### src/host_control_pkg.sv
// constants for the host operating control register block
package host_control_pkg;
    localparam logic [7:0]  CTRL_OFFSET        = 8'h04;
    localparam int          WAKE_ENABLE_BIT    = 10;
    localparam int          WAKE_CONNECTED_BIT = 9;
    localparam int          IRQ_ROUTING_BIT    = 8;
    localparam int          STATE_MSB          = 7;
    localparam int          STATE_LSB          = 6;
    localparam int          BULK_ENABLE_BIT    = 5;
    localparam logic [31:0] CTRL_RESET         = 32'h0000_0000;
    localparam logic [31:0] CTRL_WRITE_MASK    = 32'h0000_07e0;
    localparam int          CLK_HZ             = 25000000;
    localparam int          SOF_DELAY_US       = 1000;
    localparam int          SOF_DELAY_CYCLES   = (CLK_HZ / 1000000) * SOF_DELAY_US;

    typedef enum logic [1:0] {
        state_reset       = 2'b00,
        state_resume      = 2'b01,
        state_operational = 2'b10,
        state_suspend     = 2'b11
    } functional_state_type;
endpackage

### src/sof_delay_timer.sv
// one-shot delay from entry into operational to first frame start
`timescale 1ns/100ps
module sof_delay_timer #(
    parameter int DELAY_CYCLES = 25000
) (
    input  wire logic core_clk,
    input  wire logic rst_n,
    input  wire logic start,
    input  wire logic cancel,
    output logic      expired
);
    logic [31:0] count;
    logic        running;

    always_ff @(posedge core_clk or negedge rst_n) begin
        if (!rst_n) begin
            count   <= 32'h0000_0000;
            running <= 1'b0;
            expired <= 1'b0;
        end else begin
            expired <= 1'b0;
            if (cancel) begin
                running <= 1'b0;
            end else if (start) begin
                count   <= 32'h0000_0001;
                running <= 1'b1;
            end else if (running) begin
                if (count >= DELAY_CYCLES[31:0]) begin
                    running <= 1'b0;
                    expired <= 1'b1;
                end else begin
                    count <= count + 32'h0000_0001;
                end
            end
        end
    end
endmodule

### src/host_operating_control.sv
// host operating control register with functional state and frame start timing
`timescale 1ns/100ps
module host_operating_control #(
    parameter int SOF_DELAY = host_control_pkg::SOF_DELAY_CYCLES
) (
    input  wire logic        core_clk,
    input  wire logic        rst_n,
    input  wire logic        soft_reset,
    input  wire logic        reg_write,
    input  wire logic        reg_read,
    input  wire logic [7:0]  reg_addr,
    input  wire logic [31:0] reg_wdata,
    output logic      [31:0] reg_rdata,
    input  wire logic        resume_detected_status,
    input  wire logic        irq_pending,
    input  wire logic        downstream_resume,
    input  wire logic        frame_boundary,
    input  wire logic        bulk_request,
    output logic             remote_wake,
    output logic             host_irq,
    output logic             mgmt_irq,
    output logic             frame_start_flag,
    output logic             frame_gen_active,
    output logic             root_hub_reset,
    output logic             port_reset,
    output logic             bulk_grant,
    output logic [1:0]       functional_state
);
    logic                                   wake_enable;
    logic                                   wake_connected;
    logic                                   irq_routing;
    logic                                   bulk_list_enable;
    logic                                   bulk_frame_enable;
    host_control_pkg::functional_state_type fstate;
    host_control_pkg::functional_state_type prev_state;
    logic                                   resume_sync1;
    logic                                   resume_sync2;
    logic                                   hw_reset_seq;
    logic                                   sof_expired;
    logic                                   sof_start;
    logic                                   sof_cancel;
    logic                                   ctrl_write;

    assign ctrl_write = reg_write && (reg_addr == host_control_pkg::CTRL_OFFSET);
    assign sof_start  = (fstate == host_control_pkg::state_operational)
                        && (prev_state != host_control_pkg::state_operational);
    assign sof_cancel = (fstate != host_control_pkg::state_operational) || soft_reset;

    // pin from downstream port, two-flop synchroniser
    always_ff @(posedge core_clk or negedge rst_n) begin
        if (!rst_n) begin
            resume_sync1 <= 1'b0;
            resume_sync2 <= 1'b0;
        end else begin
            resume_sync1 <= downstream_resume;
            resume_sync2 <= resume_sync1;
        end
    end

    // driver-owned bits, hardware reset clears, software reset keeps
    always_ff @(posedge core_clk or negedge rst_n) begin
        if (!rst_n) begin
            wake_enable      <= 1'b0;
            wake_connected   <= 1'b0;
            irq_routing      <= 1'b0;
            bulk_list_enable <= 1'b0;
        end else if (ctrl_write) begin
            wake_enable      <= reg_wdata[host_control_pkg::WAKE_ENABLE_BIT];
            wake_connected   <= reg_wdata[host_control_pkg::WAKE_CONNECTED_BIT];
            irq_routing      <= reg_wdata[host_control_pkg::IRQ_ROUTING_BIT];
            bulk_list_enable <= reg_wdata[host_control_pkg::BULK_ENABLE_BIT];
        end
    end

    // functional state: software reset wins, then driver write
    always_ff @(posedge core_clk or negedge rst_n) begin
        if (!rst_n) begin
            fstate <= host_control_pkg::state_reset;
        end else if (soft_reset) begin
            fstate <= host_control_pkg::state_suspend;
        end else if (ctrl_write) begin
            fstate <= host_control_pkg::functional_state_type'(
                reg_wdata[host_control_pkg::STATE_MSB:host_control_pkg::STATE_LSB]);
        end else begin
            case (fstate)
                host_control_pkg::state_suspend: begin
                    if (resume_sync2) begin
                        fstate <= host_control_pkg::state_resume;
                    end
                end
                default: begin
                    fstate <= fstate;
                end
            endcase
        end
    end

    always_ff @(posedge core_clk or negedge rst_n) begin
        if (!rst_n) begin
            prev_state <= host_control_pkg::state_reset;
        end else begin
            prev_state <= fstate;
        end
    end

    // root hub reset follows hardware reset only; port reset asserts after hardware reset until driver leaves reset state
    always_ff @(posedge core_clk or negedge rst_n) begin
        if (!rst_n) begin
            hw_reset_seq   <= 1'b1;
            root_hub_reset <= 1'b1;
            port_reset     <= 1'b0;
        end else begin
            if (fstate != host_control_pkg::state_reset) begin
                hw_reset_seq <= 1'b0;
            end
            root_hub_reset <= 1'b0;
            port_reset     <= hw_reset_seq && (fstate == host_control_pkg::state_reset);
        end
    end

    // 1 ms hold-off before first frame start
    sof_delay_timer #(
        .DELAY_CYCLES (SOF_DELAY)
    ) u_sof_delay (
        .core_clk (core_clk),
        .rst_n    (rst_n),
        .start    (sof_start),
        .cancel   (sof_cancel),
        .expired  (sof_expired)
    );

    // flag frame start once generation begins
    always_ff @(posedge core_clk or negedge rst_n) begin
        if (!rst_n) begin
            frame_gen_active <= 1'b0;
            frame_start_flag <= 1'b0;
        end else begin
            if (sof_cancel) begin
                frame_gen_active <= 1'b0;
            end else if (sof_expired) begin
                frame_gen_active <= 1'b1;
            end
            frame_start_flag <= sof_expired || (frame_gen_active && frame_boundary);
        end
    end

    // bulk enable latched per frame, clearing it stops grants at once; sampled on each request
    always_ff @(posedge core_clk or negedge rst_n) begin
        if (!rst_n) begin
            bulk_frame_enable <= 1'b0;
            bulk_grant        <= 1'b0;
        end else begin
            if (frame_boundary) begin
                bulk_frame_enable <= bulk_list_enable;
            end
            bulk_grant <= bulk_request && bulk_frame_enable && bulk_list_enable
                          && frame_gen_active;
        end
    end

    // wake independent of routing; routing picks irq line
    always_ff @(posedge core_clk or negedge rst_n) begin
        if (!rst_n) begin
            remote_wake <= 1'b0;
            host_irq    <= 1'b0;
            mgmt_irq    <= 1'b0;
        end else begin
            remote_wake <= wake_enable && resume_detected_status;
            host_irq    <= irq_pending && !irq_routing;
            mgmt_irq    <= irq_pending && irq_routing;
        end
    end

    always_ff @(posedge core_clk or negedge rst_n) begin
        if (!rst_n) begin
            reg_rdata        <= host_control_pkg::CTRL_RESET;
            functional_state <= 2'b00;
        end else begin
            functional_state <= fstate;
            reg_rdata        <= 32'h0000_0000;
            if (reg_read && (reg_addr == host_control_pkg::CTRL_OFFSET)) begin
                reg_rdata <= {21'h000000, wake_enable, wake_connected, irq_routing,
                              fstate, bulk_list_enable, 5'h00}
                             & host_control_pkg::CTRL_WRITE_MASK;
            end
        end
    end
endmodule

### config.mk
export PLATFORM = sky130hd
export DESIGN_NAME = host_operating_control
export DESIGN_NICKNAME = d
export VERILOG_FILES = /design/src/host_control_pkg.sv /design/src/sof_delay_timer.sv /design/src/host_operating_control.sv
export SDC_FILE = /design/constraint.sdc
export NUM_CORES = 1
export LEC_CHECK = 0
export BUFFER_PORTS_ARGS = -buffer_cell sky130_fd_sc_hd__buf_2
export CAP_MARGIN = 20
export CORE_ASPECT_RATIO = 1.75
export CORE_UTILIZATION = 30
export CTS_CLUSTER_SIZE = 16
export DETAILED_ROUTE_END_ITERATION = 6
export PLACE_DENSITY = 0.64
export SLEW_MARGIN = 20
export SYNTH_ARGS = -nofsm -noshare
export SYNTH_HDL_FRONTEND = slang
export SYNTH_SLANG_ARGS = --single-unit
### constraint.sdc
create_clock -name core_clk -period 2.2 [get_ports core_clk]
set_input_delay 0.11 -clock core_clk [delete_from_list [all_inputs] [get_ports core_clk]]
set_output_delay 0.11 -clock core_clk [all_outputs]
set_load 0.1 [all_outputs]
# Yosys cells after proc, flatten, opt, wreduce, memory -nomap -nowiden
# Index checks and enable logic that the tools add are counted.
# totals
ff_bits	86
inputBits	50
word_cells	71
out_inout_bits	42
# classes
n_mux	18
bitwise	1
magnitude_cmp	1
addsub	1
eq_ne	6
reduce_logical	22
# ops
operator	n
$mux 32	3
$add 32x1->32 const B	1
$ge 32x15->1 const B	1
$logic_and 1x1->1	11
$mux 11	1
$mux 1	10
$eq 8x3->1 const B	1
$mux 2	4
$ne 2x2->1 const B	3
$reduce_bool 2->1	3
$reduce_bool 3->1	2
$eq 2x2->1 const B	2
$reduce_and 3->1	1
$logic_not 2->1	1
$logic_or 1x1->1	2
$reduce_and 2->1	1
$logic_not 1->1	1
$not 1->1	1

# Longest topological paths before layout
# logic_depth
ltp_word	5
depth_mapped	7
ltp_nobuf	6

# Modules after synthesis
# Synthesis repeated with hierarchy kept, for this count alone.
# hier_totals
hier_cells	241
area_unflattened_um2	2726.4
# modules_own_cells
mod	area_per_inst_um2	seq_area_each_um2	cells_per_inst	instances
sof_delay_timer	1576.5	850.8	153	1
host_operating_control	1149.9	653.1	88	1

# Worst setup path after synthesis
# OpenSTA, ideal clock, no wires.
# synth_timing
path_kind	reg2reg
startpoint	register functional_state[0] (netlist name)
endpoint	register u_sof_delay.count[13]
stages_incl_launch_ff	8
setup_slack_ps	-377
t_arrival_ps	2499
path_cell_list	dfrtp_1 -> nand2b_1 -> nand3b_1 -> a31oi_1 -> nand4_2 -> buf_2 -> or3_1 -> a21oi_1
# synth_lines
element	line_no	rtl
to (signal assigned)	sof_delay_timer.sv:32	count <= count + 32'h0000_0001;
to (decl)	sof_delay_timer.sv:12	logic [31:0] count;

# Worst setup path in the final report
# layout_timing
startpoint	register u_sof_delay.count[12]
endpoint	register u_sof_delay.count[0]
# layout_via
elab_chain_len	3
# layout_lines
element	line_no	rtl
$ge 32x15->1	sof_delay_timer.sv:28	if (count >= DELAY_CYCLES[31:0]) begin
$ne 2x2->1 (no line)	n/a	
$reduce_and 3->1 (no line)	n/a	
# No other way between the ends.
# A chain may end at the register's enable or synchronous reset.

==> results.json <==
{
  "min_from": "irq_pending",
  "clock_latency_ps": 320,
  "regToRegEndpoint": "u_sof_delay.count[0]",
  "cts.root.buffer_cell": "clkbuf_16",
  "crit_arrival_ps": 2570,
  "yosys_warnings": 0,
  "yosysSeqAreaShare": 0.556,
  "clockBufferDepth": 2,
  "num_vias": 1965,
  "relSlewSlack": 0.613,
  "timing.rr.start": "u_sof_delay.count[12]",
  "synthAdderAreaFrac": 0.00925,
  "antenna_found_initial": 0,
  "path_clk_slew_ps": 50,
  "dp_hpwl_um": 4150,
  "cp_slowest_cell": "or4_4",
  "synth_xor_area_frac": 0.0130,
  "postSynthCellCount": 242,
  "crit_chain": "or4_4 > a31o_1 > or4_1 > a21o_1 > a22oi_4 > mux2_4",
  "holdPathStages": 2,
  "hold_viol_final": 0,
  "die-width_um": 73.8,
  "cts_setup_buffers": 0,
  "syn_to_final_growth_pct": 29.8,
  "power_leakage_uw": 0.00175,
  "antennaDiodeCount": 0,
  "dp_slack_ps": -157,
  "worst_clock_skew_ps": 6.21,
  "outcome": "complete, but fails checks",
  "synth_compound_area_frac": 0.0921,
  "hp-class": "in -> reg",
  "power_density_mw_per_mm2": 851,
  "path_buf_inv": 0,
  "maxSlewViolCount": 0,
  "ys_seq_elements": 60,
  "rsz0062_at_grt": "yes",
  "hold_end": "mgmt_irq",
  "r2r.worst_path.cells": 6,
  "critPathCaptureType": "flop",
  "synthFlopType": "dfrtp_1",
  "grt_pass1_vias": 2079,
  "fp.dieH_um": 128,
  "ioPinCount": 92,
  "netlist_area_sq_mm": 0.00270,
  "dp_cells": 415,
  "wire_per_inst_um": 13.1,
  "cts_sinks": 60,
  "grt_pass1_wl_um": 9750,
  "gp_congestion": 0.830,
  "h-tree-depth": 3,
  "violations": "negative setup slack",
  "peakVddDrop_v": 0.000599,
  "synth_edf_count": 0,
  "drc": 0,
  "grt_usage": 0.141,
  "criticalPathCategory": "reg -> reg",
  "maxCapViolations": 0,
  "post-route-min-period_ps": 2360,
  "fin_tns_setup_ps": -997,
  "cp-start-kind": "flop",
  "critPathRequiredTime_ps": 2410,
  "critPathMaxStageDelay_ps": 540,
  "drtIter0Drc": 61,
  "fin_cells": 434,
  "synth.area.mux_share": 0.0287,
  "placementRows": 45,
  "crit_path_max_fanout": 2,
  "setup_viol": 15,
  "wirelength_um": 5670,
  "crit_family": "simple AND/OR/NAND/NOR gates",
  "first_pass_iters": 4,
  "drive_above_1_share": 0.315,
  "hold_ws_ps": 12.6,
  "worst_pin_slew_ps": 578,
  "grt_max_degree": 23,
  "nNetsFinal": 364,
  "ff2ff_setup_slack_ps": -160,
  "cts_buffers": 9,
  "synth_top_family_by_area": "simple AND/OR/NAND/NOR gates",
  "gr-total-overflow": 0,
  "antenna_left": 0,
  "port_buffers": 39,
  "start_util": 0.310,
  "final_core_util": 0.402,
  "syn_avg_cell_area_sq_um": 11.2,
  "setup_ws_ps": -163,
  "core_sq_mm": 0.00873,
  "fmaxAchievable_mhz": 423,
  "cts_tree": "done",
  "ys_types": 46,
  "synthSimpleGateAreaFrac": 0.208,
  "die_area_sq_mm": 0.00941,
  "viasPerCell": 4.53,
  "synthArstFlopShare": 1.00,
  "finalCritPeriodShare": 1.07
}
==> layer usage <==
layer / track usage / routed length, um / up-vias
met3: 0.0355 / 179 / 11
met2: 0.248 / 3220 / 61
met4: 0.0928 / 186 / 0
met5: 0 / 0 / -
met1: 0.142 / 2080 / 952
li1: - / - / 941
==> worst max path at each step <==
stage               slack [ps]              endpoint  cells after the start                  start
floorplan                 -120  u_sof_delay.count[0]                      6  u_sof_delay.count[12]
global placement          -120  u_sof_delay.count[0]                      6  u_sof_delay.count[12]
detailed placement        -160  u_sof_delay.count[0]                      6  u_sof_delay.count[12]
CTS                       -180  u_sof_delay.count[0]                      6  u_sof_delay.count[12]
global route              -230  u_sof_delay.count[0]                      6  u_sof_delay.count[12]
finish                    -160  u_sof_delay.count[0]                      6  u_sof_delay.count[12]
==> registers in the layout, indices dropped and copies added, names as in the netlist, 2 cells and up <==
register / cells
u_sof_delay.count: 32
reg_rdata: 6
fstate: 2
functional_state: 2
==> area by class of cell <==
cell class	instances	area, sq um
Timing Repair Buffer	65	410
Fill cell	842	5220
Clock inverter	4	70.1
Sequential cell	60	1510
Clock buffer	12	267
Inverter	7	26.3
Multi-Input combinational cell	169	1080
Tap cell	117	146
==> per-stage QoR <==
stage                     area, sq um  total power [uW]
final                            3510              2990
after CTS                        3500              3030
after detailed placement         3100              1470
after floorplan                  2820              1440
after global routing             3510              3080
after global placement           3100              1460
==> placed cells by master (no fill, tap or decap), drive strengths merged, types with 8 or more instances in the layout <==
cell     n
nor2     9
nand3    9
and3    12
nand2   12
buf     63
or3      9
and2    15
dfrtp   58
conb    27
clkbuf  12
o21a     8
o21ai    8
==> kinds of logic after synthesis <==
kind of cell,after synthesis
buf+inv,39
mux,7
xor+xnor,4
other cells,1
fa+ha+maj,2
flops,60
compound gates,33
simple gates,96
==> what timing repair did <==
item                                    in CTS  in global routing
cloned                                       1                  0
pin swaps                                    5                  0
endpoints found under the setup margin      15                 20
hold buffers                                 2                  0
endpoints found under the hold margin       18                  0
gates resized for setup                      9                  2
==> power by group <==
part	switching [uW]	total, uW	internal [uW]
Sequential	7.53	1130	1120
Clock	460	1540	1080
Combinational	275	321	46.4
Total	742	2990	2250
==> cell usage after synthesis (7+ instances only) <==
cell,instances,area share
dfrtp_1,58,0.54
nand3_1,9,0.017
and2_1,15,0.035
nor2_1,9,0.012
o21a_1,8,0.022
a21oi_1,7,0.013
o21ai_0,8,0.015
nand2_1,12,0.017
buf_4,26,0.072
and3_1,12,0.028
or3_1,9,0.021
inv_1,7,0.0097
Power figures use the tool's default switching activity.
